`src/verilog/fcio_pkg.sv`:
```
package fcio_pkg;
   // Bus population and per-slave image limits
   localparam int MAX_STATIONS = 126;
   localparam int ADDR_W = 7;
   localparam int MAX_IO_BYTES = 246;
   localparam int LEN_W = 8;
   localparam int DATA_W = 8;
   // Broadcast station address for multicast control commands
   localparam logic [ADDR_W-1:0] ADDR_ALL = 7'h7F;
   // Timing defaults in cycles at 250 MHz (4 ns)
   localparam int CLK_PERIOD_NS = 4;
   localparam int STATUS_INTERVAL_US = 10;
   localparam int STATUS_INTERVAL_CYC = STATUS_INTERVAL_US * 1000
      / CLK_PERIOD_NS;
   localparam int TMR_W = 24;
   localparam int ZERO_CNT = 0;

   // Frame kinds carried on the shared link
   typedef enum logic [2:0] {
      FK_PARAM,
      FK_CONFIG,
      FK_DATA,
      FK_STATUS,
      FK_CONTROL
   } fcio_kind_t;

   // Master operating states, also broadcast to slaves
   typedef enum logic [1:0] {
      MS_STOP,
      MS_CLEAR,
      MS_OPERATE
   } fcio_mstate_t;

   // Control command codes
   typedef enum logic [1:0] {
      CC_SYNC,
      CC_UNSYNC,
      CC_FREEZE,
      CC_UNFREEZE
   } fcio_cmd_t;

   // Slave phases
   typedef enum logic [1:0] {
      SP_WAIT_PRM,
      SP_WAIT_CFG,
      SP_DATA
   } fcio_sphase_t;

   // Configuration descriptor compared before data transfer
   typedef struct packed {
      logic [7:0] dev_type;
      logic [3:0] format;
      logic [LEN_W-1:0] in_len;
      logic [LEN_W-1:0] out_len;
   } fcio_cfg_t;
endpackage

```
`src/verilog/fcio_link_if.sv`:
```
`timescale 1ns/10ps
// Shared serial bus modelled as one-cycle frame strobes in each direction
interface fcio_link_if;
   import fcio_pkg::*;
   logic m_valid;
   fcio_kind_t m_kind;
   logic [ADDR_W-1:0] m_dst;
   logic [ADDR_W-1:0] m_src;
   logic [1:0] m_code;
   fcio_cfg_t m_cfg;
   logic [DATA_W-1:0] m_data;
   logic s_valid;
   logic [ADDR_W-1:0] s_src;
   logic s_ok;
   logic [DATA_W-1:0] s_data;
   logic [DATA_W-1:0] s_out_img;

   modport master (
      output m_valid, m_kind, m_dst, m_src, m_code, m_cfg, m_data,
      input s_valid, s_src, s_ok, s_data, s_out_img
   );
   modport slave (
      input m_valid, m_kind, m_dst, m_src, m_code, m_cfg, m_data,
      output s_valid, s_src, s_ok, s_data, s_out_img
   );
endinterface

```
`src/verilog/fcio_master.sv`:
```
`timescale 1ns/10ps
// How it works
// - Up to 126 stations on one segment
// - Per-slave images at most 246 bytes
// - Stop state exchanges no data
// - Clear reads inputs, outputs held fail-safe
// - Operate reads and writes every slave cycle
// - Master state multicast at configured interval
// - Fallback on: slave fault forces clear
// - Fallback off: stay operating, user reacts
// - Parameterize, configure, then transfer data
// - Planned and actual configuration must match
// - Only assigned master writes outputs
// - Others get readable image only
// - Control commands to one, group, all
// - Sync holds outputs until next sync
// - Unsync resumes direct output updates
// - Freeze captures inputs until next freeze
// - Unfreeze resumes live inputs
// - Per-slave response timer trips on silence
// - Slave watchdog forces fail-safe outputs
// - Acyclic traffic never disturbs cyclic exchange
module fcio_master
   import fcio_pkg::*;
#(
   parameter int NSLV = 4, // Assigned slaves polled in turn
   parameter int STATUS_CYC = STATUS_INTERVAL_CYC // Status period
)
(
   input wire logic clk_sys_i, // System clock
   input wire logic sys_rst_i, // Async reset, active high
   fcio_link_if.master link, // Bus side
   input wire logic [ADDR_W-1:0] own_addr_i, // Master address
   input wire logic [NSLV*ADDR_W-1:0] slv_addr_i, // Slave addresses
   input wire fcio_cfg_t plan_cfg_i, // Planned slave config
   input wire fcio_mstate_t req_state_i, // Requested state
   input wire logic auto_clear_i, // Fallback option
   input wire logic [TMR_W-1:0] resp_limit_i, // Response interval
   input wire logic [NSLV*DATA_W-1:0] out_data_i, // Output values
   input wire logic [DATA_W-1:0] safe_out_i, // Fail-safe value
   input wire logic cmd_req_i, // Issue control command
   input wire fcio_cmd_t cmd_code_i, // Command code
   input wire logic [ADDR_W-1:0] cmd_dst_i, // Slave, group or all
   output fcio_mstate_t state_o, // Current state
   output logic [NSLV*DATA_W-1:0] in_data_o, // Latest inputs
   output logic [NSLV-1:0] slv_ready_o, // Slave in data phase
   output logic [NSLV-1:0] tmr_trip_o // Response timer tripped
);
   // Index into the slave list; a single slave still needs one bit
   localparam int IDX_W = $clog2(NSLV) > 0 ? $clog2(NSLV) : 1;
   // Status counter is sized to hold the full period
   localparam int ST_W = $clog2(STATUS_CYC + 1);

   typedef struct packed {
      fcio_mstate_t mstate;
      logic [IDX_W-1:0] idx;
      logic busy;
      // Per-slave phase, response timer, trip flag and input copy
      logic [NSLV-1:0][1:0] sphase;
      logic [NSLV-1:0][TMR_W-1:0] tmr;
      logic [NSLV-1:0] trip;
      logic [NSLV-1:0][DATA_W-1:0] inimg;
      logic [ST_W-1:0] st_cnt;
      // Frame being sent; it stands for one cycle only
      logic tx_valid;
      fcio_kind_t tx_kind;
      logic [ADDR_W-1:0] tx_dst;
      logic [1:0] tx_code;
      logic [DATA_W-1:0] tx_data;
      // A command waits here until the link is free
      logic pend_cmd;
      fcio_cmd_t cmd_code;
      logic [ADDR_W-1:0] cmd_dst;
      // Registered copies so every output leaves a flop
      logic [NSLV-1:0] rdy;
      logic [ADDR_W-1:0] tx_src;
      fcio_cfg_t tx_cfg;
   } st_t;
   st_t st_r, st_nxt;

   // Address of slave i from the packed list
   function automatic logic [ADDR_W-1:0] slv_addr(input int i);
      slv_addr = slv_addr_i[i*ADDR_W +: ADDR_W];
   endfunction

   // Poll engine: one frame out, wait for the reply, move on
   always_comb begin
      logic fault;
      st_nxt = st_r;
      st_nxt.tx_valid = 1'b0;
      fault = 1'b0;
      // Commands are latched so a busy link delays the latest one rather than losing it
      // A later request overwrites one not yet sent
      if (cmd_req_i) begin
         st_nxt.pend_cmd = 1'b1;
         st_nxt.cmd_code = cmd_code_i;
         st_nxt.cmd_dst = cmd_dst_i;
      end
      // Per-slave timers run only in data phase
      // A trip drops the slave back to parameterization
      for (int i = 0; i < NSLV; i++) begin
         if (st_r.sphase[i] == 2'(SP_DATA)) begin
            if (st_r.tmr[i] < resp_limit_i) begin
               st_nxt.tmr[i] = st_r.tmr[i] + 1'b1;
            end else begin
               st_nxt.trip[i] = 1'b1;
               st_nxt.sphase[i] = 2'(SP_WAIT_PRM);
               fault = 1'b1;
            end
         end
         // Replies are matched to a slave by their source address
         if (link.s_valid && link.s_src == slv_addr(i)) begin
            if (st_r.sphase[i] == 2'(SP_DATA) && link.s_ok) begin
               st_nxt.tmr[i] = TMR_W'(ZERO_CNT);
               st_nxt.trip[i] = 1'b0;
               st_nxt.inimg[i] = link.s_data;
            end else if (st_r.sphase[i] == 2'(SP_WAIT_PRM) && link.s_ok) begin
               st_nxt.sphase[i] = 2'(SP_WAIT_CFG);
            end else if (st_r.sphase[i] == 2'(SP_WAIT_CFG)) begin
               st_nxt.sphase[i] = link.s_ok ? 2'(SP_DATA)
                  : 2'(SP_WAIT_PRM);
               st_nxt.tmr[i] = TMR_W'(ZERO_CNT);
            end
         end
      end
      // Any reply ends the wait and moves to the next slave
      // A slave that never answers stalls polling; the link is trusted
      if (link.s_valid) begin
         st_nxt.busy = 1'b0;
         st_nxt.idx = (int'(st_r.idx) == NSLV - 1) ? '0
            : st_r.idx + 1'b1;
      end
      // State selection and fallback
      // Stop, clear and operate follow the request directly
      // Trade-off: the clear state is rebuilt every cycle, not latched
      st_nxt.mstate = req_state_i;
      // A fault, or a trip still standing, forces clear while operate
      // is asked for, so enabling fallback late still reacts
      if (req_state_i == MS_OPERATE && auto_clear_i &&
            (fault || |st_r.trip)) begin
         st_nxt.mstate = MS_CLEAR;
      end // Without fallback, operate holds and trips only report
      // The status period runs free and restarts at each status frame
      st_nxt.st_cnt = st_r.st_cnt + 1'b1;
      // Frame scheduling; status and commands outrank polling
      if (!st_r.busy && !st_r.tx_valid) begin
         if (int'(st_r.st_cnt) >= STATUS_CYC) begin
            st_nxt.st_cnt = '0;
            st_nxt.tx_valid = 1'b1;
            st_nxt.tx_kind = FK_STATUS;
            st_nxt.tx_dst = ADDR_ALL;
            st_nxt.tx_code = 2'(st_r.mstate);
         end else if (st_r.pend_cmd && !cmd_req_i) begin
            st_nxt.pend_cmd = 1'b0;
            st_nxt.tx_valid = 1'b1;
            st_nxt.tx_kind = FK_CONTROL;
            st_nxt.tx_dst = st_r.cmd_dst;
            st_nxt.tx_code = 2'(st_r.cmd_code);
         end else if (st_r.mstate != MS_STOP) begin
            st_nxt.tx_valid = 1'b1;
            st_nxt.busy = 1'b1;
            st_nxt.tx_dst = slv_addr(int'(st_r.idx));
            // Phase decides the frame kind; code 3 never occurs
            unique case (fcio_sphase_t'(st_r.sphase[st_r.idx]))
               SP_WAIT_PRM: st_nxt.tx_kind = FK_PARAM;
               SP_WAIT_CFG: st_nxt.tx_kind = FK_CONFIG;
               SP_DATA: st_nxt.tx_kind = FK_DATA;
               default: st_nxt.tx_kind = FK_PARAM;
            endcase
            // Outside operate the fail-safe byte goes out instead
            // One byte each way per frame, well inside the image limit
            st_nxt.tx_data = (st_r.mstate == MS_OPERATE) ?
               out_data_i[int'(st_r.idx)*DATA_W +: DATA_W]
               : safe_out_i;
         end
      end
      // Ready flags and link identity are registered with the rest
      for (int i = 0; i < NSLV; i++) begin
         st_nxt.rdy[i] = st_nxt.sphase[i] == 2'(SP_DATA);
      end
      st_nxt.tx_src = own_addr_i;
      st_nxt.tx_cfg = plan_cfg_i;
   end

   // Whole state registered at once; reset leaves the master stopped
   always_ff @(posedge clk_sys_i or posedge sys_rst_i) begin
      if (sys_rst_i) begin
         st_r <= '0;
      end else begin
         st_r <= st_nxt;
      end
   end

   // Link outputs straight from state
   assign link.m_valid = st_r.tx_valid;
   assign link.m_kind = st_r.tx_kind;
   assign link.m_dst = st_r.tx_dst;
   assign link.m_src = st_r.tx_src;
   assign link.m_code = st_r.tx_code;
   assign link.m_cfg = st_r.tx_cfg;
   assign link.m_data = st_r.tx_data;
   assign state_o = st_r.mstate;
   assign in_data_o = st_r.inimg;
   assign tmr_trip_o = st_r.trip;
   // One ready flag per slave, each from its own flop
   generate
      for (genvar g = 0; g < NSLV; g++) begin : g_rdy
         assign slv_ready_o[g] = st_r.rdy[g];
      end
   endgenerate
endmodule

```
`src/flat_wrapper.sv`:
```
// flat-port wrapper written by rule: the top's interface ports become plain ports
module fcio_master_flat import fcio_pkg::*;
#(
   parameter int NSLV = 4,                                  
   parameter int STATUS_CYC = STATUS_INTERVAL_CYC                 
)
  (clk_sys_i, sys_rst_i, own_addr_i, slv_addr_i, plan_cfg_i, req_state_i, auto_clear_i, resp_limit_i, out_data_i, safe_out_i, cmd_req_i, cmd_code_i, cmd_dst_i, state_o, in_data_o, slv_ready_o, tmr_trip_o, link_m_valid, link_m_kind, link_m_dst, link_m_src, link_m_code, link_m_cfg, link_m_data, link_s_valid, link_s_src, link_s_ok, link_s_data, link_s_out_img);
  fcio_link_if link_i ();
  input wire logic clk_sys_i;
  input wire logic sys_rst_i;
  input wire logic [ADDR_W-1:0] own_addr_i;
  input wire logic [NSLV*ADDR_W-1:0] slv_addr_i;
  input wire fcio_cfg_t plan_cfg_i;
  input wire fcio_mstate_t req_state_i;
  input wire logic auto_clear_i;
  input wire logic [TMR_W-1:0] resp_limit_i;
  input wire logic [NSLV*DATA_W-1:0] out_data_i;
  input wire logic [DATA_W-1:0] safe_out_i;
  input wire logic cmd_req_i;
  input wire fcio_cmd_t cmd_code_i;
  input wire logic [ADDR_W-1:0] cmd_dst_i;
  output fcio_mstate_t state_o;
  output logic [NSLV*DATA_W-1:0] in_data_o;
  output logic [NSLV-1:0] slv_ready_o;
  output logic [NSLV-1:0] tmr_trip_o;
  output wire logic [$bits(link_i.m_valid)-1:0] link_m_valid;
  output wire logic [$bits(link_i.m_kind)-1:0] link_m_kind;
  output wire logic [$bits(link_i.m_dst)-1:0] link_m_dst;
  output wire logic [$bits(link_i.m_src)-1:0] link_m_src;
  output wire logic [$bits(link_i.m_code)-1:0] link_m_code;
  output wire logic [$bits(link_i.m_cfg)-1:0] link_m_cfg;
  output wire logic [$bits(link_i.m_data)-1:0] link_m_data;
  input wire logic [$bits(link_i.s_valid)-1:0] link_s_valid;
  input wire logic [$bits(link_i.s_src)-1:0] link_s_src;
  input wire logic [$bits(link_i.s_ok)-1:0] link_s_ok;
  input wire logic [$bits(link_i.s_data)-1:0] link_s_data;
  input wire logic [$bits(link_i.s_out_img)-1:0] link_s_out_img;
  assign link_m_valid = link_i.m_valid;
  assign link_m_kind = link_i.m_kind;
  assign link_m_dst = link_i.m_dst;
  assign link_m_src = link_i.m_src;
  assign link_m_code = link_i.m_code;
  assign link_m_cfg = link_i.m_cfg;
  assign link_m_data = link_i.m_data;
  assign link_i.s_valid = link_s_valid;
  assign link_i.s_src = link_s_src;
  assign link_i.s_ok = link_s_ok;
  assign link_i.s_data = link_s_data;
  assign link_i.s_out_img = link_s_out_img;
  fcio_master #(.NSLV(NSLV), .STATUS_CYC(STATUS_CYC)) u_core (.clk_sys_i(clk_sys_i), .sys_rst_i(sys_rst_i), .link(link_i), .own_addr_i(own_addr_i), .slv_addr_i(slv_addr_i), .plan_cfg_i(plan_cfg_i), .req_state_i(req_state_i), .auto_clear_i(auto_clear_i), .resp_limit_i(resp_limit_i), .out_data_i(out_data_i), .safe_out_i(safe_out_i), .cmd_req_i(cmd_req_i), .cmd_code_i(cmd_code_i), .cmd_dst_i(cmd_dst_i), .state_o(state_o), .in_data_o(in_data_o), .slv_ready_o(slv_ready_o), .tmr_trip_o(tmr_trip_o));
endmodule
```
`config.mk`:
```
export PLATFORM = sky130hd
export DESIGN_NAME = fcio_master_flat
export DESIGN_NICKNAME = d
export VERILOG_FILES = /design/src/verilog/fcio_pkg.sv /design/src/verilog/fcio_link_if.sv /design/src/verilog/fcio_master.sv /design/src/flat_wrapper.sv
export SDC_FILE = /design/constraint.sdc
export NUM_CORES = 1
export LEC_CHECK = 0
export BUFFER_PORTS_ARGS = -buffer_cell sky130_fd_sc_hd__buf_4
export CORE_ASPECT_RATIO = 0.9
export CORE_MARGIN = 2
export CORE_UTILIZATION = 36
export DETAILED_ROUTE_END_ITERATION = 10
export SLEW_MARGIN = 20
export SYNTH_ARGS = -nofsm -noshare
export SYNTH_HDL_FRONTEND = slang
export SYNTH_SLANG_ARGS = --single-unit
export TNS_END_PERCENT = 100
```
`constraint.sdc`:
```
create_clock -name clk_sys_i -period 14.2 [get_ports clk_sys_i]
set_input_delay 2.13 -clock clk_sys_i [delete_from_list [all_inputs] [get_ports clk_sys_i]]
set_output_delay 2.13 -clock clk_sys_i [all_outputs]
set_load 0.005 [all_outputs]
```
==> key figures <==
Run status
  – Status: finished, final reports clean

Clock network
  – Worst-path clk slew: 0.06 ns
  – Post-CTS Resized: 0
  – Worst-Skew Late Latency: around 0.56 ns
  – Cts hold-fix bufs: 0
  – Total setup buffers inserted after CTS: 0
  – Number of CTS-inserted buffers: 27
  – CTS tree: done
  – H-tree depth: 1
  – Root buffer cell: clkbuf_16
  – Clock sinks: about 230
  – CTS max path bufs: 3

Critical path
  – CP endpoint kind: flop
  – R2R setup slack: roughly 11 ns
  – FF-to-FF Start: u_core.st_r[187]$_DFF_PP0_
  – CP top delay family: simple AND/OR/NAND/NOR gates
  – Critical path depth: 10
  – Worst Path Max Fanout: 15
  – Crit-path max cell delay: between 0.8 and 0.9 ns
  – Crit-path slowest cell: nor4_4
  – R2R depth: 8
  – WP data arrival: around 5.4 ns
  – Critical path class: input pin to flop
  – Data required, critical path: roughly 15 ns
  – Reg-to-reg endpoint: u_core.st_r[169]$_DFF_PP0_
  – Crit path buf inv count: 2
  – Crit start category: input pin
  – Worst-path cell chain: buf_4 -> inv_1 -> ha_1 -> and2_1 -> a221o_1 -> a21oi_2 -> o2111ai_2 -> nor4_4 -> nand3_1 -> mux2_1

Floorplanning
  – Boundary pin count: 265
  – Die Span Y: between 150 and 200 µm
  – Row count: 67
  – Die X-Extent: ~210 µm
  – Initial core utilization: approximately 37%
  – Core area: about 37000 µm²
  – Area of the die: 39400 µm²

Pwr
  – Internal power: 1340 µW
  – Flop pwr share: 41.6%
  – Clock share of power: between 30 and 40%
  – Switching power: roughly 530 µW
  – P_leak: about 0.0074 µW
  – Pwr Density: 115 nW/µm²
  – Sw Share: between 20 and 30%
  – Comb power frac: around 20%
  – VDD IR-drop max: 83.9 µV
  – Power, Total: roughly 1900 µW

Synth
  – Syn Inst Count: 1360
  – Yosys cell types: 67
  – Avg Cell Area, Syn: ~10 µm²
  – Ys async rst share: 100%
  – EDFF count, synth: 0
  – Synthesized net count: around 1600
  – Post-Syn Area: around 14000 µm²
  – Synth Flop Type: dfrtp_1
  – Seq/Total Area, Yosys: a little over two fifths
  – YS warnings: 0
  – Yosys reg bits: about 230

GRT
  – GR peak layer: met2
  – Initial antenna violation count: 1
  – GR Layer Usage met1: 26.2%
  – First-pass GRT wire length: roughly 59000 µm
  – Number of global-route vias before repair: about 10000
  – Pin count of the biggest net entering global routing: slightly below 100
  – Gr ovfl total: 0
  – Met3 Use GR: ~3.5%
  – GRT Util Overall: between 10% and 20%
  – GRT met2 Usage: between 20% and 30%

STA
  – F_max: just over 200 MHz
  – Final Setup Violations: 0
  – Final TNS setup: 0 ns
  – Pins over their slew limit: 0
  – Final min period: between 4 and 5 ns
  – Worst-margin pin slew: between 1 and 1.5 ns
  – Worst Skew: roughly 0.017 ns
  – Rel. slew slack: a little over a quarter
  – RSZ-0062 raised after global routing: false
  – Fin crit share: between 30% and 40%
  – Fin. Hold Viols: 0

Placement
  – Placed cell areas: between 15000 and 20000 µm²
  – I/O Buffers: 256
  – GPL Wtd Cong: just under 0.9
  – Dpl hpwl: between 20000 and 30000 µm

Drt
  – Routed Antenna Nets: 0
  – Via density: approximately 5.3
  – Residual DRC: 0
  – Routed len/inst: 18.6 µm
  – Routed wire length: approximately 38000 µm
  – DR pass1 iterations: 5
  – DRT iter0 DRCs: 777
  – Total vias in the final route: approximately 11000

Worst hold path
  – Hold path startpoint: u_core.in_data_o[19]$_DFFE_PP0P_
  – Min-delay worst type: flop to flop
  – Hold Path End: u_core.in_data_o[19]$_DFFE_PP0P_
  – Hold Path Cell Cnt: 1

Cells and area
  – Final instance area: between 15000 and 20000 µm²
  – Layout cell share with drive strength beyond 1: around a quarter
  – Layout Nets: 1779
  – Area growth, synth to finish: 19.5%

Run
  – MaxCap Viol Count: 0
-- layer usage --
metal  up-vias  routed length, µm
li1       5080                  -
met1      5274              17200
met2       293              17200
met3        69               1950
met4         0               1290
met5         -                  0
-- worst register-to-register path: cells and delay by family, from the launching register on --
kind / cells / cell delay [ns]
multiplexers: 1 / 0.29
flip-flops: 1 / 0.42
AND/OR/NAND/NOR: 3 / 1.55
adder cells (fa/ha/maj): 1 / 0.31
AO/OA/AOI/OAI: 3 / 0.77
-- Yosys cell counts, drive strengths merged, types with 38 or more instances --
cell / number / area (µm²)
nor4: 45 / 297
nand3: 39 / 195
nor2: 150 / 566
nand2: 66 / 248
a21oi: 66 / 338
inv: 56 / 210
ha: 99 / 1240
nand4: 39 / 244
xnor2: 91 / 797
dfrtp: 227 / 5680
mux2: 49 / 552
buf: 105 / 767
clkbuf: 38 / 143
-- state kept, by name (all words and copies together) (netlist names) --
| name | cells |
|---|---|
| u_core.link.m_data | 8 |
| u_core.link.m_code | 2 |
| u_core.in_data_o | 32 |
| u_core.slv_ready_o | 4 |
| u_core.link.m_dst | 7 |
| u_core.link.m_kind | 3 |
| u_core.link.m_src | 7 |
| u_core.tmr_trip_o | 4 |
| u_core.st_r | 129 |
| u_core.link.m_valid | 1 |
| u_core.link.m_cfg | 28 |
| u_core.state_o | 2 |
-- power groups by stage --
stage               Combinational [µW]  Clock (µW)  Sequential [µW]
CTS                                372         745              775
finish                             369         721              775
global placement                   364           0              784
detailed placement                 371           0              786
global route                       409         767              786
floorplan                          284           0              748
-- worst max-delay path by stage --
stage	from	end	slack [ns]
after floorplan	sys_rst_i	u_core.in_data_o[0]$_DFFE_PP0P_	5.85
after global placement	resp_limit_i[21]	u_core.st_r[169]$_DFF_PP0_	8.68
after detailed placement	resp_limit_i[21]	u_core.st_r[169]$_DFF_PP0_	8.66
after CTS	resp_limit_i[21]	u_core.st_r[169]$_DFF_PP0_	9.25
after global routing	resp_limit_i[21]	u_core.st_r[169]$_DFF_PP0_	8.95
final	resp_limit_i[11]	u_core.st_r[127]$_DFF_PP0_	9.23
-- cell families (layout without fill, tap and decap cells) --
| logic type | count (synthesis) | after routing | synth area share [%] |
|---|---|---|---|
| muxes | 79 | 79 | 7.82 |
| adders and majority gates | 99 | 99 | 9.10 |
| other | 0 | 1 | 0 |
| and+or+nand+nor | 472 | 472 | 17.7 |
| DFF | 227 | 227 | 41.7 |
| xor gates and xnor gates | 104 | 104 | 6.69 |
| buffers and inverters | 199 | 372 | 8.23 |
| AOI/OAI and AO/OA | 180 | 180 | 8.72 |
-- layout by cell type (no fill, tap or decap), types with 22 or more instances in the layout --
cell type,count
ha_1,99
and3_1,22
nand2_1,66
dfrtp_1,226
a21oi_1,64
o21ai_0,25
nor4_1,44
mux2_2,48
nand4_1,39
xnor2_1,91
nor3_1,28
buf_4,267
nor2_1,146
inv_1,55
nand3_1,39
clkbuf_16,27
-- area by class of cell --
type                       instances  area [µm²]
antenna                            1        2.50
clock inverter                    13         166
clock buffer                      36         759
sequential                       227        5680
timing repair buffer             267        2000
multi-input combinational        934        6830
inverter                          56         218
fill                            3597       21000
tap                              483         604
-- through the flow --
step	utilization [%]	cells	worst slack [ns]	hold slack [ns]
floorplan	-	1360	5.85	0.465
global placement	41.2	1967	8.68	0.475
detailed placement	41.2	1967	8.66	0.486
CTS	43.7	2016	9.25	0.500
global route	43.7	2016	8.95	0.517
finish	43.7	2017	9.23	0.504
No activity file was read; power rests on OpenSTA's default activity.
